`src/design/axis_cfg_pkg.sv`:
```
// Shared constants for the four-axis pulse output configuration block
// Notes on behaviour
// - Axis mask: X=1, Y=2, Z=4, U=8; any mix, applied to all selected.
// - CW/CCW modes: forward on plus, reverse on minus; mode 0 rising, 1 falling.
// - Pulse/dir: plus steps, minus is direction; 2,4 rising; 3,5 falling; 2,3 low=fwd.
// - Speed resolution equals programmed maximum rate divided by 8000.
// - Maximum rate never above 4,000,000 PPS, giving 500 PPS resolution.
// - Same speed scale applies to start speed, acceleration and jerk.
// - Forward limit active level per axis: 0 low active, 1 high active.
// - Reverse limit active level per axis: 0 low active, 1 high active.
// - Asserted limit stops motion: mode 0 at once, mode 1 by deceleration.
// - Near-origin sensor active level per axis: 0 low, 1 high active.
// - Software reset command returns the module to reset state; the sensor synchronisers and busy/hit output registers are not cleared and keep sampling.
// - Interpolated motion uses the first axis maximum speed.
package axis_cfg_pkg;
    localparam int          NUM_AXES         = 4;
    localparam logic [3:0]  all_four_axes_mask = 4'hF;
    localparam int          MAXV_W           = 22;
    localparam logic [21:0] MAXV_LIMIT       = 22'h3D0900;  // 4,000,000 PPS
    localparam logic [21:0] SPEED_DIV        = 22'h001F40;  // 8000
    localparam logic [21:0] MAXV_RESET       = 22'h001F40;
    localparam logic [2:0]  PMODE_RESET      = 3'h0;
    localparam logic        LEVEL_RESET      = 1'b0;
    localparam logic        STOP_RESET       = 1'b0;
    localparam int          CLK_HZ           = 200000000;
    localparam int          ACC_W            = 28;
    localparam int          SPEED_W          = 13;
    localparam int          PULSE_HI_CYC     = 4;           // Pulse width in clocks
    typedef enum logic [1:0] {
        ST_IDLE = 2'b00,
        ST_RUN  = 2'b01,
        ST_DEC  = 2'b10
    } run_state_t;
endpackage : axis_cfg_pkg

```
`src/design/axis_channel.sv`:
```
// One axis: settings, sensor sync, speed generator and pulse encoder
`timescale 1ns/10ps
module axis_channel
    import axis_cfg_pkg::*;
(
    input  wire logic              clock_i,           // Module clock
    input  wire logic              rst_n_i,           // Async reset
    input  wire logic              soft_rst_i,        // Software reset pulse
    input  wire logic              sel_i,             // Axis selected by mask
    input  wire logic              wr_pmode_i,        // Write pulse mode
    input  wire logic              wr_maxv_i,         // Write max speed
    input  wire logic              wr_lmt_i,          // Write limit levels
    input  wire logic              wr_stop_i,         // Write stop mode
    input  wire logic              wr_nh_i,           // Write near-origin level
    input  wire logic [2:0]        pmode_i,           // Pulse mode value
    input  wire logic [MAXV_W-1:0] maxv_i,            // Max speed value
    input  wire logic              fwd_lvl_i,         // Forward limit level
    input  wire logic              rev_lvl_i,         // Reverse limit level
    input  wire logic              stop_mode_i,       // Stop mode value
    input  wire logic              nh_lvl_i,          // Near-origin level
    input  wire logic              scale_ext_i,       // Use external scale
    input  wire logic [MAXV_W-1:0] scale_maxv_i,      // External max speed
    input  wire logic              run_i,             // Drive request level
    input  wire logic              dir_rev_i,         // 1 = reverse
    input  wire logic [SPEED_W-1:0] start_sp_i,       // Start speed, scaled units
    input  wire logic [SPEED_W-1:0] target_sp_i,      // Target speed, scaled units
    input  wire logic [SPEED_W-1:0] accel_i,          // Speed step per tick
    input  wire logic              fwd_lmt_i,         // Forward limit pin
    input  wire logic              rev_lmt_i,         // Reverse limit pin
    input  wire logic              near_origin_sensor_i, // Near-origin pin
    output logic                   pulse_out_plus_o,  // Plus output
    output logic                   pulse_out_minus_o, // Minus output
    output logic                   busy_o,            // Axis is driving
    output logic                   fwd_hit_o,         // Forward limit asserted
    output logic                   rev_hit_o,         // Reverse limit asserted
    output logic                   near_hit_o,        // Near-origin asserted
    output logic [MAXV_W-1:0]      maxv_o             // Stored max speed
);
    // ****************************************
    // Settings
    // ****************************************
    logic [2:0]        pmode_q, pmode_d;
    logic [MAXV_W-1:0] maxv_q, maxv_d;
    logic              fl_q, fl_d, rl_q, rl_d, sm_q, sm_d, nl_q, nl_d;
    always_comb begin
        pmode_d = pmode_q;
        maxv_d  = maxv_q;
        fl_d    = fl_q;
        rl_d    = rl_q;
        sm_d    = sm_q;
        nl_d    = nl_q;
        if (sel_i && wr_pmode_i && pmode_i <= 3'h5) pmode_d = pmode_i;
        if (sel_i && wr_maxv_i) maxv_d = (maxv_i > MAXV_LIMIT) ? MAXV_LIMIT : maxv_i;
        if (sel_i && wr_lmt_i) begin
            fl_d = fwd_lvl_i;
            rl_d = rev_lvl_i;
        end
        if (sel_i && wr_stop_i) sm_d = stop_mode_i;
        if (sel_i && wr_nh_i) nl_d = nh_lvl_i;
    end
    always_ff @(posedge clock_i or negedge rst_n_i) begin
        if (!rst_n_i) begin
            pmode_q <= PMODE_RESET;
            maxv_q  <= MAXV_RESET;
            fl_q    <= LEVEL_RESET;
            rl_q    <= LEVEL_RESET;
            sm_q    <= STOP_RESET;
            nl_q    <= LEVEL_RESET;
        end else if (soft_rst_i) begin
            pmode_q <= PMODE_RESET;
            maxv_q  <= MAXV_RESET;
            fl_q    <= LEVEL_RESET;
            rl_q    <= LEVEL_RESET;
            sm_q    <= STOP_RESET;
            nl_q    <= LEVEL_RESET;
        end else begin
            pmode_q <= pmode_d;
            maxv_q  <= maxv_d;
            fl_q    <= fl_d;
            rl_q    <= rl_d;
            sm_q    <= sm_d;
            nl_q    <= nl_d;
        end
    end

    // ****************************************
    // Sensor synchronisers
    // ****************************************
    logic [2:0] s1_q, s2_q;
    always_ff @(posedge clock_i or negedge rst_n_i) begin
        if (!rst_n_i) begin
            s1_q <= 3'h0;
            s2_q <= 3'h0;
        end else begin
            s1_q <= {near_origin_sensor_i, rev_lmt_i, fwd_lmt_i};
            s2_q <= s1_q;
        end
    end
    logic fwd_hit, rev_hit, near_hit;
    assign fwd_hit  = (s2_q[0] == fl_q);
    assign rev_hit  = (s2_q[1] == rl_q);
    assign near_hit = (s2_q[2] == nl_q);

    // ****************************************
    // Speed generator
    // ****************************************
    // Rate in PPS = speed * maxv / 8000; the accumulator adds speed*maxv
    // each clock and emits a step when it passes 8000*CLK_HZ.
    localparam logic [63:0] STEP_THR = 64'(SPEED_DIV) * 64'(CLK_HZ);
    run_state_t        st_q, st_d;
    logic [SPEED_W-1:0] sp_q, sp_d;
    logic [63:0]       acc_q, acc_d;
    logic [MAXV_W-1:0] scale;
    logic              step, lim_dir;
    assign scale   = scale_ext_i ? scale_maxv_i : maxv_q;
    assign lim_dir = dir_rev_i ? rev_hit : fwd_hit;
    always_comb begin
        st_d  = st_q;
        sp_d  = sp_q;
        acc_d = acc_q;
        step  = 1'b0;
        unique case (st_q)
            ST_IDLE: begin
                acc_d = 64'h0;
                if (run_i && !lim_dir) begin
                    st_d = ST_RUN;
                    sp_d = start_sp_i;
                end
            end
            ST_RUN: begin
                if (lim_dir && !sm_q) st_d = ST_IDLE;
                else if (lim_dir || !run_i) st_d = ST_DEC;
                else if (sp_q < target_sp_i) begin
                    sp_d = (target_sp_i - sp_q > accel_i) ? sp_q + accel_i : target_sp_i;
                end
            end
            ST_DEC: begin
                if (sp_q <= start_sp_i || sp_q <= accel_i) st_d = ST_IDLE;
                else sp_d = sp_q - accel_i;
            end
            default: st_d = ST_IDLE;
        endcase
        if (st_q != ST_IDLE) begin
            acc_d = acc_q + 64'(sp_q) * 64'(scale);
            if (acc_d >= STEP_THR) begin
                acc_d = acc_d - STEP_THR;
                step  = 1'b1;
            end
        end
    end
    always_ff @(posedge clock_i or negedge rst_n_i) begin
        if (!rst_n_i) begin
            st_q  <= ST_IDLE;
            sp_q  <= '0;
            acc_q <= 64'h0;
        end else if (soft_rst_i) begin
            st_q  <= ST_IDLE;
            sp_q  <= '0;
            acc_q <= 64'h0;
        end else begin
            st_q  <= st_d;
            sp_q  <= sp_d;
            acc_q <= acc_d;
        end
    end

    // ****************************************
    // Pulse encoder
    // ****************************************
    logic [2:0] pw_q, pw_d;
    logic       pa_d, dr_q, dr_d, pp_d, pm_d, fall;
    always_comb begin
        pw_d = pw_q;
        dr_d = dr_q;
        if (step) begin
            pw_d = 3'(PULSE_HI_CYC);
            dr_d = dir_rev_i;
        end else if (pw_q != 3'h0) pw_d = pw_q - 3'h1;
        pa_d = (pw_d != 3'h0);
        fall = (pmode_q == 3'h1) || (pmode_q == 3'h3) || (pmode_q == 3'h5);
        if (pmode_q <= 3'h1) begin
            pp_d = (pa_d && !dr_d) ^ fall;
            pm_d = (pa_d && dr_d) ^ fall;
        end else begin
            pp_d = pa_d ^ fall;
            pm_d = (pmode_q <= 3'h3) ? dr_d : !dr_d;
        end
    end
    always_ff @(posedge clock_i or negedge rst_n_i) begin
        if (!rst_n_i) begin
            pw_q <= 3'h0;
            dr_q <= 1'b0;
            pulse_out_plus_o  <= 1'b0;
            pulse_out_minus_o <= 1'b0;
            busy_o     <= 1'b0;
            fwd_hit_o  <= 1'b0;
            rev_hit_o  <= 1'b0;
            near_hit_o <= 1'b0;
        end else begin
            pw_q <= soft_rst_i ? 3'h0 : pw_d;
            dr_q <= soft_rst_i ? 1'b0 : dr_d;
            pulse_out_plus_o  <= soft_rst_i ? 1'b0 : pp_d;
            pulse_out_minus_o <= soft_rst_i ? 1'b0 : pm_d;
            busy_o     <= (st_q != ST_IDLE);
            fwd_hit_o  <= fwd_hit;
            rev_hit_o  <= rev_hit;
            near_hit_o <= near_hit;
        end
    end
    assign maxv_o = maxv_q;
endmodule : axis_channel

```
`src/design/axis_pulse_output_config.sv`:
```
// Top of the four-axis pulse output configuration block
`timescale 1ns/10ps
module axis_pulse_output_config
    import axis_cfg_pkg::*;
(
    input  wire logic                clock_i,        // 200 MHz clock
    input  wire logic                rst_n_i,        // Async reset, active low
    input  wire logic                soft_rst_i,     // Software reset command pulse
    input  wire logic [3:0]          axis_sel_i,     // Axis mask X=1 Y=2 Z=4 U=8
    input  wire logic                wr_pmode_i,     // Write pulse mode pulse
    input  wire logic                wr_maxv_i,      // Write max speed pulse
    input  wire logic                wr_lmt_i,       // Write limit levels pulse
    input  wire logic                wr_stop_i,      // Write stop mode pulse
    input  wire logic                wr_nh_i,        // Write near-origin level pulse
    input  wire logic [2:0]          pmode_i,        // Pulse mode 0..5
    input  wire logic [MAXV_W-1:0]   maxv_i,         // Max speed in PPS
    input  wire logic                fwd_limit_level_i,  // Forward limit level
    input  wire logic                rev_limit_level_i,  // Reverse limit level
    input  wire logic                stop_mode_i,    // 0 immediate, 1 decelerate
    input  wire logic                near_origin_level_i, // Near-origin level
    input  wire logic                interp_i,       // Interpolated motion active
    input  wire logic [3:0]          run_i,          // Per-axis drive request
    input  wire logic [3:0]          dir_rev_i,      // Per-axis direction, 1 reverse
    input  wire logic [SPEED_W-1:0]  start_sp_i,     // Start speed, scaled
    input  wire logic [SPEED_W-1:0]  target_sp_i,    // Target speed, scaled
    input  wire logic [SPEED_W-1:0]  accel_i,        // Speed step per clock, scaled
    input  wire logic [3:0]          fwd_lmt_i,      // Forward limit pins
    input  wire logic [3:0]          rev_lmt_i,      // Reverse limit pins
    input  wire logic [3:0]          near_origin_sensor_i, // Near-origin pins
    output logic [3:0]               pulse_out_plus_o,  // Plus outputs
    output logic [3:0]               pulse_out_minus_o, // Minus outputs
    output logic [3:0]               busy_o,         // Axis driving
    output logic [3:0]               fwd_hit_o,      // Forward limit asserted
    output logic [3:0]               rev_hit_o,      // Reverse limit asserted
    output logic [3:0]               near_hit_o      // Near-origin asserted
);
    // ****************************************
    // Axis channels
    // ****************************************
    logic [MAXV_W-1:0] maxv_w [NUM_AXES];
    for (genvar g = 0; g < NUM_AXES; g++) begin : g_axis
        axis_channel u_ch (
            .clock_i              (clock_i),
            .rst_n_i              (rst_n_i),
            .soft_rst_i           (soft_rst_i),
            .sel_i                (axis_sel_i[g]),
            .wr_pmode_i           (wr_pmode_i),
            .wr_maxv_i            (wr_maxv_i),
            .wr_lmt_i             (wr_lmt_i),
            .wr_stop_i            (wr_stop_i),
            .wr_nh_i              (wr_nh_i),
            .pmode_i              (pmode_i),
            .maxv_i               (maxv_i),
            .fwd_lvl_i            (fwd_limit_level_i),
            .rev_lvl_i            (rev_limit_level_i),
            .stop_mode_i          (stop_mode_i),
            .nh_lvl_i             (near_origin_level_i),
            .scale_ext_i          (interp_i),
            .scale_maxv_i         (maxv_w[0]),
            .run_i                (run_i[g]),
            .dir_rev_i            (dir_rev_i[g]),
            .start_sp_i           (start_sp_i),
            .target_sp_i          (target_sp_i),
            .accel_i              (accel_i),
            .fwd_lmt_i            (fwd_lmt_i[g]),
            .rev_lmt_i            (rev_lmt_i[g]),
            .near_origin_sensor_i (near_origin_sensor_i[g]),
            .pulse_out_plus_o     (pulse_out_plus_o[g]),
            .pulse_out_minus_o    (pulse_out_minus_o[g]),
            .busy_o               (busy_o[g]),
            .fwd_hit_o            (fwd_hit_o[g]),
            .rev_hit_o            (rev_hit_o[g]),
            .near_hit_o           (near_hit_o[g]),
            .maxv_o               (maxv_w[g])
        );
    end
endmodule : axis_pulse_output_config

```
`config.mk`:
```
export PLATFORM = sky130hd
export DESIGN_NAME = axis_pulse_output_config
export DESIGN_NICKNAME = d
export VERILOG_FILES = /design/src/design/axis_cfg_pkg.sv /design/src/design/axis_channel.sv /design/src/design/axis_pulse_output_config.sv
export SDC_FILE = /design/constraint.sdc
export NUM_CORES = 2
export LEC_CHECK = 0
export BUFFER_PORTS_ARGS = -buffer_cell sky130_fd_sc_hd__buf_2
export CAP_MARGIN = 20
export CORE_MARGIN = 3
export CORE_UTILIZATION = 40
export CTS_CLUSTER_DIAMETER = 30
export DETAILED_ROUTE_END_ITERATION = 7
export SYNTH_ARGS = -nofsm -noshare
export SYNTH_HDL_FRONTEND = slang
export SYNTH_SLANG_ARGS = --single-unit
```
`constraint.sdc`:
```
create_clock -name clock_i -period 11.3 [get_ports clock_i]
set_input_delay 1.13 -clock clock_i [delete_from_list [all_inputs] [get_ports clock_i]]
set_output_delay 1.13 -clock clock_i [all_outputs]
set_load 0.02 [all_outputs]
```
==> run metrics <==
status completed; Top FF cell, synth dfrtp_1; largest net degree at the start of global routing 139; Post-CTS Setup Inserts 0; # rows 163; Pleak 0.0426 uW; Yosys warning total 0; Final Critical Period 10.07 ns; number of fill cells 19.3k; post-layout util 45.0%; Max H-tree Level 4; Critical Setup Path Class in2reg; DR iter-0 viols 5876; clk sink count 496; FF+latch count, synth 496; initial antenna violation count 13; Non-Filler Instances 12.4k; Inserted Clock Buffers 163; clock slew seen by the registers of the worst setup and hold paths 0.05 ns; Synth Area per Inst 8.30 um2; Via Count 68.4k; Slew headroom 19.8%; CTS Root Cell clkbuf_16; Via density 5.53; share of Yosys cell area claimed by the top area cell type 25.8%; most frequent CP cell fa_1; maxcap violations 0; Post-synth EDFFs 0; post-synth cell types 116; starting density of the core 40.3%; clk_skew 0.0956 ns; share of cells above drive strength 1 7.53%; Die Span Y 452 um; hpwl dp 199000 um; Power Dens Cells 277 nW/um2; unrepaired setup endpoints after global routing false; Post-Route WL 259000 um; port buffer count 124; Mapped Area 79600 um2; leading cell type in the layout, fill and taps excluded inv_1; Setup crit end kind register; Least-Margin Pin Slew 1.19 ns; post-CTS sizing 0; GRT overflow 0; worst vdd ir 0.000328 V; Placed Cells 12.1k; hold buffers post-CTS 0; drt drc 0; core area 198000 um2; hold crit path type in2async; # IOs 125; CTS tree yes; number of global-route vias before repair 69.9k; final setup fails 0; ANT nets after route 0; GR Util All Layers 25.4%; Cells after Synth 9592; Area Growth Syn to Fin 11.6%; FMAX 0.0994 GHz; area leader, netlist fa_1; Pre-antenna DRT Iters 8; die area 204000 um2; Worst Path Buf+Inv 5; Worst-Skew Late Latency 0.82 ns; Die Wd 452 um; nature of the critical path startpoint input pin; Crit Path Max Fanout 70; CTS Buffer Depth 3; final worst path period share 89.1%; fin nets 11.4k; CP max stage delay 0.70 ns; Fin. Hold Viols 0; commonest non-fill, non-tap cells in the layout inv_1 (1553), nand2_1 (1300), fa_1 (1024), nor2_1 (732), ha_1 (660); Critical Path RT 11.96 ns; max-slew violation count 0; first-pass GRT wire length 407000 um; Slowest-stage cell, CP o41ai_2; gpl congestion 0.954; top cell family by delay on the critical path adder cells; FFs w/ async S/R, synth 100%; Synth area leaders fa_1 (26%), dfrtp_1 (15%), ha_1 (10%); crit path DAT 10.73 ns; final setup TNS 0 ns; Syn Nets 11.4k; routed len/inst 20.9 um; sequential area share after synthesis 15.6%
final timing paths:
kind                                                   endpoint  cells past startpoint  slack (ns)                       from
worst max-delay path            g_axis[3].u_ch.pulse_out_plus_o                     29        1.23                   interp_i
worst min-delay path                     g_axis[0].u_ch.sp_q[3]                      1        0.30                    rst_n_i
worst max register to register         g_axis[3].u_ch.acc_q[63]                     27        1.30  g_axis[0].u_ch.maxv_o[13]
worst min register to register           g_axis[2].u_ch.s2_q[0]                      0        0.33     g_axis[2].u_ch.s1_q[0]
max in group asynchronous              g_axis[3].u_ch.acc_q[55]                      3        8.87                    rst_n_i
min in group clock_i                     g_axis[2].u_ch.s2_q[0]                      0        0.33     g_axis[2].u_ch.s1_q[0]
power by group:
group          switching [uW]  total, uW  internal (uW)
registers                 360       2400           2040
logic                   10900      17400           6510
clock network            1450       4780           3330
total                   12700      24600          11900
state kept, by name, summed over array words and instances, names as in the netlist:
| register | flops |
|---|---|
| g_axis.u_ch.acc_q | 256 |
| g_axis.u_ch.busy_o | 4 |
| g_axis.u_ch.fl_q | 4 |
| g_axis.u_ch.pmode_q | 12 |
| g_axis.u_ch.sm_q | 4 |
| g_axis.u_ch.st_q | 8 |
| g_axis.u_ch.rl_q | 4 |
| g_axis.u_ch.near_hit_o | 4 |
| g_axis.u_ch.sp_q | 52 |
| g_axis.u_ch.fwd_hit_o | 4 |
| g_axis.u_ch.dr_q | 4 |
| g_axis.u_ch.rev_hit_o | 4 |
| g_axis.u_ch.nl_q | 4 |
| g_axis.u_ch.pulse_out_plus_o | 4 |
| g_axis.u_ch.maxv_o | 88 |
| g_axis.u_ch.s1_q | 12 |
| g_axis.u_ch.pw_q | 12 |
| g_axis.u_ch.s2_q | 12 |
| g_axis.u_ch.pulse_out_minus_o | 4 |
Yosys cell counts, drive strengths merged, types with 170 or more instances:
master	instances
xnor2	302
inv	1553
nor2	733
xor2	170
nand2	1300
fa	1024
a21oi	525
clkbuf	359
and2	377
o21ai	361
ha	660
dfrtp	472
nand3	177
kinds of logic after synthesis:
logic type	synth area share (%)
xor+xnor	5.20
fa+ha+maj	36.1
compound gates	13.3
simple gates	19.0
mux	1.04
flops	15.6
buf+inv	9.67
area by class of cell:
type / count / area (um2) / share of cell area, %
multi-input cells: 7094 / 59500 / 67.0
clock buffers: 217 / 4590 / 5.17
inverters: 1553 / 5830 / 6.56
flip-flops and latches: 496 / 12400 / 14.0
clock inverters: 85 / 1290 / 1.46
repair buffers: 279 / 1870 / 2.10
diodes: 3 / 7.51 / 0.00845
well taps: 2640 / 3300 / 3.72
layer usage:
metal	up-vias	wire length, um	share of wire (%)	GRT usage, %
met5	-	25	0.0097	0
met4	4	10200	3.9	9.52
met3	524	21900	8.5	4.82
met2	2793	117000	45	40.1
met1	34100	110000	42	34.5
li1	31000	-	-	-
metrics by stage:
| stage | total power, uW | instance area (um2) | hold WS [ns] | setup WS [ns] |
|---|---|---|---|---|
| after floorplan | 15400 | 79600 | 0.331 | 1.94 |
| after global placement | 19400 | 82900 | 0.333 | 0.561 |
| after detailed placement | 19500 | 82900 | 0.335 | 0.524 |
| after CTS | 24500 | 88800 | 0.293 | 1.31 |
| after global routing | 26900 | 88800 | 0.333 | 0.673 |
| final | 24600 | 88800 | 0.304 | 1.23 |
worst register-to-register path, stage by stage, from the launching register on:
cell and delay, ns:
dfrtp_1 0.90, nand2_1 0.26, o21ai_1 0.67, nand2_1 0.20, fa_1 0.55, fa_1 0.53, inv_1 0.06, fa_1 0.55
fa_1 0.43, fa_1 0.53, inv_1 0.06, fa_1 0.47, inv_1 0.05, ha_1 0.37, a21oi_1 0.27, o21ai_0 0.20
a211oi_1 0.50, a211oi_1 0.16, a211o_1 0.32, xnor2_1 0.17, a311oi_1 0.47, nand3_1 0.26, nor4_2 0.57, nor4_1 0.17
nor3b_2 0.60, nand2_1 0.23, o21a_1 0.21, nor3_1 0.12
Note: power is estimated with default switching activity, not from simulation.
